File: src/sfds_params.svh
// Purpose: constants of the serial port fifo data and status block
// Assumes: 16-bit register data, byte addresses on a plain register port
// Notes: definitions only
`ifndef SFDS_PARAMS_SVH
`define SFDS_PARAMS_SVH

`define SFDS_DATA_W 16
`define SFDS_ADDR_W 8
`define SFDS_FIFO_DEPTH 8
`define SFDS_PTR_W 3

`define SFDS_OFF_DATA 8'h00
`define SFDS_OFF_STATUS 8'h04
`define SFDS_OFF_CTRL 8'h08
`define SFDS_OFF_INT_STATUS 8'h0c
`define SFDS_OFF_INT_MASK 8'h10

`define SFDS_ST_TX_EMPTY 0
`define SFDS_ST_TX_NOT_FULL 1
`define SFDS_ST_RX_NOT_EMPTY 2
`define SFDS_ST_RX_FULL 3
`define SFDS_ST_BUSY 4

`define SFDS_CTRL_SIZE_LSB 0
`define SFDS_CTRL_SIZE_MSB 3
`define SFDS_CTRL_EN 4
`define SFDS_CTRL_RESET 5'h0f
`define SFDS_SIZE_MIN 4'h3

`define SFDS_INT_OVERRUN 0
`define SFDS_INT_RX_WORD 1
`define SFDS_INT_UNDERRUN 2
`define SFDS_INT_W 3

`endif

File: src/sfds_pkg.sv
// Purpose: types of the serial port fifo data and status block
// Assumes: nothing
// Notes: link phase states
package sfds_pkg;
    typedef enum logic [1:0] {
        SFDS_IDLE,
        SFDS_FRAME
    } sfds_link_e;
endpackage

File: src/sfds_fifo.sv
// Purpose: synchronous fifo with read and write pointers
// Assumes: one clock, synchronous active high reset
// Notes: rd_data shows the entry at the read pointer
`timescale 1ns/1ps
`include "sfds_params.svh"

module sfds_fifo
(
    input wire logic mclk,
    input wire logic reset,
    input wire logic wr_en,
    input wire logic [`SFDS_DATA_W-1:0] wr_data,
    input wire logic rd_en,
    output logic [`SFDS_DATA_W-1:0] rd_data,
    output logic empty,
    output logic full
);
    logic [`SFDS_DATA_W-1:0] mem [0:`SFDS_FIFO_DEPTH-1];
    logic [`SFDS_PTR_W-1:0] wr_ptr;
    logic [`SFDS_PTR_W-1:0] rd_ptr;
    logic [`SFDS_PTR_W:0] count;
    logic do_wr;
    logic do_rd;

    // a blocked access leaves the pointers alone
    assign do_wr = wr_en && !full;
    assign do_rd = rd_en && !empty;
    assign empty = (count == '0);
    assign full = (count == (`SFDS_PTR_W+1)'(`SFDS_FIFO_DEPTH));
    assign rd_data = mem[rd_ptr];

    always_ff @(posedge mclk)
    begin
        if (do_wr)
        begin
            mem[wr_ptr] <= wr_data;
        end
    end

    always_ff @(posedge mclk)
    begin
        if (reset)
        begin
            wr_ptr <= '0;
            rd_ptr <= '0;
            count <= '0;
        end
        else
        begin
            if (do_wr)
            begin
                wr_ptr <= wr_ptr + 1'b1;
            end
            if (do_rd)
            begin
                rd_ptr <= rd_ptr + 1'b1;
            end
            if (do_wr && !do_rd)
            begin
                count <= count + 1'b1;
            end
            else if (do_rd && !do_wr)
            begin
                count <= count - 1'b1;
            end
        end
    end
endmodule

File: src/sfds_top.sv
// Purpose: software data and status path of a synchronous serial port, slave on the link
// Assumes: link clock, select and data come from the peer and are synchronised here
// Notes: frame size is control bits 3:0 plus one, 4 to 16 bits, msb first
//
// Implementation choices: the register offsets and the address-and-strobe port.
`timescale 1ns/1ps
`include "sfds_params.svh"

module sfds_top
(
    input wire logic mclk,
    input wire logic reset,
    input wire logic [`SFDS_ADDR_W-1:0] reg_addr,
    input wire logic [`SFDS_DATA_W-1:0] reg_wdata,
    input wire logic reg_wr,
    input wire logic reg_rd,
    output logic [`SFDS_DATA_W-1:0] reg_rdata,
    input wire logic link_clk,
    input wire logic link_sel_n,
    input wire logic serial_in_pin,
    output logic serial_out_pin,
    output logic serial_out_en,
    output logic irq
);
    logic [2:0] sync1;
    logic [2:0] sync2;
    logic clk_d;
    logic clk_rise;
    logic clk_fall;
    logic sel_act;
    logic [4:0] ctrl;
    logic [`SFDS_INT_W-1:0] int_status;
    logic [`SFDS_INT_W-1:0] int_mask;
    logic [`SFDS_INT_W-1:0] int_event;
    sfds_pkg::sfds_link_e link_state;
    logic [3:0] size_m1;
    logic [3:0] bit_cnt;
    logic [`SFDS_DATA_W-1:0] tx_sh;
    logic [`SFDS_DATA_W-1:0] rx_sh;
    logic reload;
    logic load_now;
    logic word_done;
    logic [`SFDS_DATA_W-1:0] rx_word;
    logic tx_empty;
    logic tx_full;
    logic rx_empty;
    logic rx_full;
    logic [`SFDS_DATA_W-1:0] tx_head;
    logic [`SFDS_DATA_W-1:0] rx_head;
    logic [`SFDS_DATA_W-1:0] status;
    logic data_wr;
    logic data_rd;
    logic [`SFDS_DATA_W-1:0] next_rdata;

    function automatic logic [`SFDS_DATA_W-1:0] size_mask(input logic [3:0] m1);
        size_mask = 16'hffff >> (4'hf - m1);
    endfunction

    // two-stage synchronisers for clock, select and data
    genvar gi;
    generate
        for (gi = 0; gi < 3; gi++)
        begin : g_sync
            always_ff @(posedge mclk)
            begin
                if (reset)
                begin
                    sync1[gi] <= 1'b0;
                    sync2[gi] <= 1'b0;
                end
                else
                begin
                    sync1[gi] <= (gi == 0) ? link_clk : ((gi == 1) ? !link_sel_n : serial_in_pin);
                    sync2[gi] <= sync1[gi];
                end
            end
        end
    endgenerate

    always_ff @(posedge mclk)
    begin
        if (reset)
        begin
            clk_d <= 1'b0;
        end
        else
        begin
            clk_d <= sync2[0];
        end
    end

    assign clk_rise = sync2[0] && !clk_d;
    assign clk_fall = !sync2[0] && clk_d;
    assign sel_act = sync2[1] && ctrl[`SFDS_CTRL_EN];
    assign size_m1 = (ctrl[`SFDS_CTRL_SIZE_MSB:`SFDS_CTRL_SIZE_LSB] < `SFDS_SIZE_MIN) ?
                     `SFDS_SIZE_MIN : ctrl[`SFDS_CTRL_SIZE_MSB:`SFDS_CTRL_SIZE_LSB];

    // register port decode
    assign data_wr = reg_wr && (reg_addr == `SFDS_OFF_DATA);
    assign data_rd = reg_rd && (reg_addr == `SFDS_OFF_DATA);

    // status word, upper bits read zero
    always_comb
    begin
        status = '0;
        status[`SFDS_ST_BUSY] = (link_state == sfds_pkg::SFDS_FRAME) || !tx_empty;
        status[`SFDS_ST_RX_FULL] = rx_full;
        status[`SFDS_ST_RX_NOT_EMPTY] = !rx_empty;
        status[`SFDS_ST_TX_NOT_FULL] = !tx_full;
        status[`SFDS_ST_TX_EMPTY] = tx_empty;
    end

    always_comb
    begin
        case (reg_addr)
            `SFDS_OFF_DATA: next_rdata = rx_head;
            `SFDS_OFF_STATUS: next_rdata = status;
            `SFDS_OFF_CTRL: next_rdata = {11'h000, ctrl};
            `SFDS_OFF_INT_STATUS: next_rdata = {13'h0, int_status};
            `SFDS_OFF_INT_MASK: next_rdata = {13'h0, int_mask};
            default: next_rdata = 16'h0000;
        endcase
    end

    always_ff @(posedge mclk)
    begin
        if (reset)
        begin
            reg_rdata <= 16'h0000;
        end
        else if (reg_rd)
        begin
            reg_rdata <= next_rdata;
        end
    end

    always_ff @(posedge mclk)
    begin
        if (reset)
        begin
            ctrl <= `SFDS_CTRL_RESET;
            int_mask <= '0;
        end
        else if (reg_wr)
        begin
            if (reg_addr == `SFDS_OFF_CTRL)
            begin
                ctrl <= reg_wdata[4:0];
            end
            if (reg_addr == `SFDS_OFF_INT_MASK)
            begin
                int_mask <= reg_wdata[`SFDS_INT_W-1:0];
            end
        end
    end

    // link frame tracking
    assign load_now = (sel_act && link_state == sfds_pkg::SFDS_IDLE) || (sel_act && clk_fall && reload);
    assign word_done = sel_act && clk_rise && (bit_cnt == size_m1);
    // short received words are right justified with zero upper bits
    assign rx_word = {rx_sh[14:0], sync2[2]} & size_mask(size_m1);

    always_ff @(posedge mclk)
    begin
        if (reset)
        begin
            link_state <= sfds_pkg::SFDS_IDLE;
            bit_cnt <= 4'h0;
            reload <= 1'b0;
            rx_sh <= 16'h0000;
        end
        else
        begin
            case (link_state)
                sfds_pkg::SFDS_IDLE:
                begin
                    bit_cnt <= 4'h0;
                    reload <= 1'b0;
                    if (sel_act)
                    begin
                        link_state <= sfds_pkg::SFDS_FRAME;
                    end
                end
                sfds_pkg::SFDS_FRAME:
                begin
                    if (!sel_act)
                    begin
                        link_state <= sfds_pkg::SFDS_IDLE;
                    end
                    else
                    begin
                        if (clk_rise)
                        begin
                            rx_sh <= {rx_sh[14:0], sync2[2]};
                            bit_cnt <= word_done ? 4'h0 : bit_cnt + 4'h1;
                        end
                        if (word_done)
                        begin
                            reload <= 1'b1;
                        end
                        else if (clk_fall)
                        begin
                            reload <= 1'b0;
                        end
                    end
                end
                default: link_state <= sfds_pkg::SFDS_IDLE;
            endcase
        end
    end

    // transmit shifter, word aligned to bit 15 so unused upper bits never leave
    always_ff @(posedge mclk)
    begin
        if (reset)
        begin
            tx_sh <= 16'h0000;
        end
        else if (load_now)
        begin
            tx_sh <= tx_empty ? 16'h0000 : (tx_head << (4'hf - size_m1));
        end
        else if (sel_act && clk_fall)
        begin
            tx_sh <= {tx_sh[14:0], 1'b0};
        end
    end

    always_ff @(posedge mclk)
    begin
        if (reset)
        begin
            serial_out_pin <= 1'b0;
            serial_out_en <= 1'b0;
        end
        else
        begin
            serial_out_pin <= tx_sh[15];
            serial_out_en <= sel_act && link_state == sfds_pkg::SFDS_FRAME;
        end
    end

    // interrupt events: overrun, word received, transmit underrun
    always_comb
    begin
        int_event = '0;
        int_event[`SFDS_INT_OVERRUN] = word_done && rx_full;
        int_event[`SFDS_INT_RX_WORD] = word_done;
        int_event[`SFDS_INT_UNDERRUN] = load_now && tx_empty;
    end

    // write one clears, a new event wins over the clear
    always_ff @(posedge mclk)
    begin
        if (reset)
        begin
            int_status <= '0;
        end
        else
        begin
            int_status <= (int_status & ~((reg_wr && reg_addr == `SFDS_OFF_INT_STATUS) ?
                          reg_wdata[`SFDS_INT_W-1:0] : {`SFDS_INT_W{1'b0}})) | int_event;
        end
    end

    always_ff @(posedge mclk)
    begin
        if (reset)
        begin
            irq <= 1'b0;
        end
        else
        begin
            irq <= |(int_status & int_mask);
        end
    end

    sfds_fifo u_tx_fifo
    (
        .mclk(mclk),
        .reset(reset),
        .wr_en(data_wr),
        .wr_data(reg_wdata),
        .rd_en(load_now),
        .rd_data(tx_head),
        .empty(tx_empty),
        .full(tx_full)
    );

    sfds_fifo u_rx_fifo
    (
        .mclk(mclk),
        .reset(reset),
        .wr_en(word_done),
        .wr_data(rx_word),
        .rd_en(data_rd),
        .rd_data(rx_head),
        .empty(rx_empty),
        .full(rx_full)
    );
endmodule

File: config.mk
export PLATFORM = sky130hd
export DESIGN_NAME = sfds_top
export DESIGN_NICKNAME = d
export VERILOG_FILES = /design/src/sfds_pkg.sv /design/src/sfds_fifo.sv /design/src/sfds_top.sv
export VERILOG_INCLUDE_DIRS = /design/src
export SDC_FILE = /design/constraint.sdc
export NUM_CORES = 1
export LEC_CHECK = 0
export BUFFER_PORTS_ARGS = -buffer_cell sky130_fd_sc_hd__buf_2
export CORE_ASPECT_RATIO = 0.7
export CORE_MARGIN = 2
export CORE_UTILIZATION = 40
export CTS_BUF_LIST = sky130_fd_sc_hd__clkbuf_4 sky130_fd_sc_hd__clkbuf_8
export DETAILED_ROUTE_END_ITERATION = 8
export PLACE_DENSITY_LB_ADDON = 0.08
export RECOVER_POWER = 25
export SYNTH_ARGS = -nofsm -noshare
export SYNTH_HDL_FRONTEND = slang
export SYNTH_SLANG_ARGS = --single-unit
File: constraint.sdc
create_clock -name mclk -period 10.9 [get_ports mclk]
set_input_delay 2.18 -clock mclk [delete_from_list [all_inputs] [get_ports mclk]]
set_output_delay 2.18 -clock mclk [all_outputs]
set_load 0.05 [all_outputs]
==> reports/metrics.cfg, run 1 <==
[timing]
worst_pin_slew_ns = 1.62
worst_clock_skew_ns = 0.0174
whs_ns = 0.434
fin_ws_ns = 6.09
period_share_pct = 44.2
fmax_mhz = 208
grt_setup_unrepaired = false
hold_viol_final = 0
period_needed_ns = 4.81
slew_headroom_pct = -8.21
setup_viol = 0
fin_tns_setup_ns = 0
final-max-slew-violation-count = 33

[global_routing]
gr-usage-all-layers_pct = 18.2
first_global_vias = 8507
grt_max_degree = 49
gr-total-overflow = 0
antenna_found_initial = 1
grt_first_pass_wirelength_um = 52200

[synth]
synth_mux_area_share_pct = 13.4
synth_top_cell_area_share_pct = 52.6
syn-cell-area_mm2 = 0.0146
synthFlopType = edfxtp_1
synth_fp_nets = 1061
synth.area.top_cells = edfxtp_1, dfxtp_1, mux4_2
yosysWarnings = 0
synth_fa_ha_area_share_pct = 1.47
synth_edf_count = 256
yosys.area_share.simple_pct = 8.85
synthXorXnorAreaFrac_pct = 1.20
async_flop_share_pct = 0
ys_seq_area_share_pct = 66.3
synth_top_family_by_area = multiplexers
synth.distinct_cells = 66
avgSynthCellArea_um2 = 14.4
synth.largest_area_cell = edfxtp_1
synth_compound_area_share_pct = 6.74
synth_cells = 1014
ys_seq_elements = 356

[clock_network]
cts_sinks = 356
cts_tree = done
clk_pin_slew_worst_paths_ns = 0.06
cts_resized = 0
clk_path_buf_depth = 3
clock_latency_ns = 0.60
hold_buffers = 0
htreeDepth = 2
cts_buffers = 57
root_buffer = clkbuf_8
post_cts_buffers = 0

[place]
pre_cts_slack_ns = 5.45
placedCellCount = 1510
gp_congestion = 0.772
io_buffers = 49
post-dp-hpwl_um = 21600
placed_area_mm2 = 0.0154

[power_and_ir_drop]
p_leak_nw = 5.55
pwr_density_cell_mw_per_mm2 = 163
finalPower_mw = 2.71
vdd_drop_max_mv = 0.0950

[die]
initial_utilization_pct = 40.6
pin_count = 50
num_rows = 58
dieArea_mm2 = 0.0381
die_h_um = 164
die_width_um = 233
coreArea_mm2 = 0.0360

[worst_setup_path]
crit_family = simple AND/OR/NAND/NOR gates
crit_fanout = 6
cp_slowest_cell = nor4_1
crit_path_start_kind = input port
arrival_ns = 5.34
endpoint_kind = register
cp.required_ns = 11.43
path_cells = buf_2, nor4_1, nand2_1, nor3b_1, inv_1, ha_1, inv_1, ha_1, a21o_1, a21oi_1, xnor2_1, or3_1, a21oi_1
cp_num_buf_inv = 3
critPathKind = input port to register
slowest_delay_ns = 0.66

[finish]
syn2layout_area_growth_pct = 13.9
finalNonFillerCells = 1615
num_antenna_cells = 0
drive_gt1_share_pct = 23.2
fin_area_mm2 = 0.0166
n_fill_cell = 3236
fin_util_pct = 46.3
finish.net_count = 1136

[route]
num_vias = 8607
via_per_inst = 5.33
drcViolationCount = 0
drt-initial-drc-count = 590
totalWireLength_um = 33800
drt-pass1-iter-count = 5
ant_nets = 0
wire_per_inst_um = 20.9

[status]
violations = max-capacitance violations, max-slew violations
outcome = complete, but fails checks

[job]
max-cap-violations = 1

[min_path]
hold_class = register to register

-- synthesized netlist by cell type (14+ instances only) --
master    instances
o21ai_0          20
nor3_1           14
inv_1            15
dfxtp_1         100
mux4_2           55
a21oi_1          61
edfxtp_1        256
nand3_1          19
clkbuf_1         38
nand2_1          86
nor2b_1          20
mux2_2           24
mux2i_1          29
nor2_1           95
ha_1             14
-- final cells by class --
cell class,count,area (µm²),area share (%)
clock inverter,22,204,1.22
sequential,356,9690,58.2
inverter,16,60.1,0.361
multi-input combinational,586,4680,28.1
timing repair buffer,72,399,2.40
tap,480,601,3.61
clock buffer,83,1020,6.11
-- state kept, by name (all words and copies together), names as in the netlist, named ones only --
signal,flops
ctrl,5
u_tx_fifo.wr_ptr,3
u_tx_fifo.rd_ptr,3
reload,1
u_rx_fifo.mem,128
serial_out_en,1
sync1,3
u_rx_fifo.wr_ptr,3
serial_out_pin,1
clk_d,1
sync2,3
u_rx_fifo.rd_ptr,3
int_status,3
tx_sh,16
link_state,1
u_tx_fifo.mem,128
int_mask,3
u_rx_fifo.count,4
rx_sh,15
reg_rdata,16
bit_cnt,4
irq,1
u_tx_fifo.count,4
-- power breakdown --
group / leakage, nW / internal [mW] / switching, mW
Combinational: 1.82 / 0.0158 / 0.0355
Sequential: 3.08 / 1.45 / 0.00661
Clock: 0.643 / 0.693 / 0.518
-- cells by family (layout without fill, tap and decap cells) --
logic type,count (synthesis),count (layout)
compound gates,154,154
xor+xnor,20,20
fa+ha+maj,16,16
buf+inv,72,193
flops,356,356
mux,114,114
simple gates,282,282
-- layout by cell type, fill, tap and decap left out, types with 11 or more instances in the layout --
cell,synthesis,final
a21oi_1,61,61
buf_2,9,37
buf_4,3,22
clkbuf_1,38,13
clkbuf_4,0,20
clkbuf_8,0,63
dfxtp_1,100,98
edfxtp_1,256,256
ha_1,14,14
inv_1,15,15
mux2_2,24,24
mux2i_1,29,29
mux4_2,55,55
nand2_1,86,86
nand2b_1,11,11
nand3_1,19,19
nor2_1,95,83
nor2_2,1,13
nor2b_1,20,20
o21ai_0,20,20
xor2_1,13,13
-- layer usage --
layer / vias to the layer above / wire, µm / GRT usage [%]
met3: 39 / 1580 / 3.45
met1: 4360 / 18000 / 29.6
met5: - / 0 / 0
met4: 0 / 450 / 4.69
met2: 184 / 13700 / 24.6
li1: 4024 / - / -
-- worst paths after layout --
path	startpoint	to	slack (ns)	cells past startpoint
worst max-delay path	reg_addr[5]	u_rx_fifo.count[3]	6.09	13
worst min register to register	sync1[2]	sync2[2]	0.43	1
worst max register to register	ctrl[2]	u_rx_fifo.mem[1][14]	6.26	8
worst min-delay path	sync1[2]	sync2[2]	0.43	1
Note: power is estimated with default switching activity, not from simulation.
==> run 2, diff against run 1 <==
==> constraint.sdc (replaced) <==
create_clock -name mclk -period 4.07 [get_ports mclk]
set_input_delay 0.814 -clock mclk [delete_from_list [all_inputs] [get_ports mclk]]
set_output_delay 0.814 -clock mclk [all_outputs]
set_load 0.05 [all_outputs]
==> reports/metrics.cfg, run 2 (same netlist as run 1, synthesis figures left out) <==
[clock_network]
cts_sinks = 356  ; unchanged
clock_latency_ns = 0.62  ; +0.02 ns
clk_path_buf_depth = 3  ; unchanged
htreeDepth = 2  ; unchanged
cts_tree = done
hold_buffers = 0  ; unchanged
post_cts_buffers = 0  ; unchanged
cts_resized = 0  ; unchanged
root_buffer = clkbuf_8
clk_pin_slew_worst_paths_ns = 0.06  ; about the same
cts_buffers = 55  ; -3.5%

[route]
ant_nets = 0  ; unchanged
num_vias = 8674  ; +0.78%
via_per_inst = 5.31  ; -0.27%
drt-initial-drc-count = 657  ; +11%
drcViolationCount = 0  ; unchanged
wire_per_inst_um = 21.1  ; +0.77%
totalWireLength_um = 34400  ; +1.8%
drt-pass1-iter-count = 5  ; unchanged

[die]
dieArea_mm2 = 0.0381  ; unchanged
die_width_um = 233  ; unchanged
num_rows = 58  ; unchanged
pin_count = 50  ; unchanged
die_h_um = 164  ; unchanged
coreArea_mm2 = 0.0360  ; unchanged
initial_utilization_pct = 40.6  ; unchanged

[status]
outcome = finished, final reports clean

[global_routing]
first_global_vias = 8519  ; +0.14%
antenna_found_initial = 0  ; -1
gr-usage-all-layers_pct = 18.4  ; +0.18 points
gr-total-overflow = 0  ; unchanged
grt_max_degree = 51  ; +4.1%
grt_first_pass_wirelength_um = 52300  ; +0.30%

[place]
post-dp-hpwl_um = 22500  ; +4.4%
io_buffers = 49  ; unchanged
gp_congestion = 0.787  ; +2.0%
pre_cts_slack_ns = 0.312  ; -5.14 ns

[timing]
grt_setup_unrepaired = false
fin_ws_ns = 0.748  ; -5.34 ns
period_needed_ns = 3.32
fin_tns_setup_ns = 0  ; unchanged
setup_viol = 0  ; unchanged
hold_viol_final = 0  ; unchanged
final-max-slew-violation-count = 0  ; -100%
whs_ns = 0.401  ; -0.0332 ns
worst_pin_slew_ns = 1.15  ; -0.476 ns
fmax_mhz = 301
worst_clock_skew_ns = 0.0198  ; +0.00241 ns
slew_headroom_pct = 22.8  ; +31 points
period_share_pct = 81.6

[finish]
syn2layout_area_growth_pct = 14.3
n_fill_cell = 3267  ; +0.96%
regArea_mm2 = 0.00969  ; unchanged
finish.net_count = 1152  ; +1.4%
final_cell_mix = edfxtp_1, dfxtp_1, nand2_1
top_regs = u_rx_fifo.mem (128), u_tx_fifo.mem (128)
num_antenna_cells = 0  ; unchanged
fin_util_pct = 46.5  ; +0.20 points
multi_input_area_mm2 = 0.00468  ; unchanged
layout_commonest_cell = edfxtp_1
drive_gt1_share_pct = 23.8  ; +0.61 points

[worst_setup_path]
cp_slowest_cell = dfxtp_1
slowest_delay_ns = 0.43  ; -0.23 ns
endpoint_kind = register
reg2reg_from = ctrl[4]
path_cells = and2_1, ha_1, nor2_1, buf_4, nor3_2, inv_2, ha_1, inv_1, ha_1, a21o_1, a21oi_1, xnor2_1, or3_1, a21oi_1
timing.critical_path.mode_cell = ha_1
crit_fanout = 18  ; +12
crit_family = simple AND/OR/NAND/NOR gates
critPathKind = register to register
arrival_ns = 3.88  ; -1.46 ns
reg2reg_depth = 14  ; +6
reg2reg_slack_ns = 0.75  ; -5.51 ns
crit_path_start_kind = register
r2r_end = u_tx_fifo.count[3]
cp.required_ns = 4.62  ; -6.81 ns
cp_num_buf_inv = 3  ; unchanged

[job]
max-cap-violations = 0  ; -1

[power_and_ir_drop]
vdd_drop_max_mv = 0.212  ; +120%
pwr_density_cell_mw_per_mm2 = 425  ; +160%
p_leak_nw = 5.60  ; +0.83%

[min_path]
hold_class = input port to register
min-delay-start = link_sel_n
hold_end = sync1[1]
worstHoldPathCells = 2  ; +1

## run 2: cell count changes in the layout (fill, tap and decap cells not counted), sizes merged
cell / before / now
buf: 59 / 74
bufinv: 4 / 2
clkbuf: 96 / 100
clkinv: 16 / 15
inv: 16 / 17
## run 2: final cells by class
class / instances / share of cell area, %
sequential: 356 / 58.0
multi-input combinational: 586 / 28.0
clock buffer: 84 / 5.90
tap: 480 / 3.59
timing repair buffer: 90 / 3.35
clock inverter: 20 / 0.861
inverter: 16 / 0.359
## run 2: worst max path at each step
stage                start                   to  slack [ns]  cells after the start
2_1_floorplan  reg_addr[5]  u_tx_fifo.mem[0][0]        0.47                      6
3_3_place_gp   reg_addr[5]   u_rx_fifo.count[3]        0.37                     14
3_5_place_dp   reg_addr[5]   u_rx_fifo.count[3]        0.31                     14
4_1_cts            ctrl[4]   u_tx_fifo.count[3]        0.78                     14
5_1_grt            ctrl[4]   u_tx_fifo.count[3]        0.47                     14
6_report           ctrl[4]   u_tx_fifo.count[3]        0.75                     14
## run 2: power breakdown
part	switching (mW)	internal [mW]	total [mW]
Clock	1.40	1.67	3.07
Combinational	0.0961	0.0428	0.139
Sequential	0.0183	3.87	3.89
## run 2: stage by stage
| stage | instance area [µm²] | total power [mW] | instances |
|---|---|---|---|
| after floorplan | 14600 | 4.04 | 1014 |
| after global placement | 15600 | 4.11 | 1528 |
| after detailed placement | 15600 | 4.11 | 1528 |
| after CTS | 16700 | 7.21 | 1632 |
| after global routing | 16700 | 7.38 | 1632 |
| final | 16700 | 7.10 | 1632 |
## run 2: per-layer routing
metal  GRT usage [%]  vias to the layer above  wire, µm
met1            30.1                     4358     18400
met4            5.21                        0       643
li1                -                     4037         -
met3            3.51                       57      1930
met5               0                        -         0
met2            24.3                      222     13500
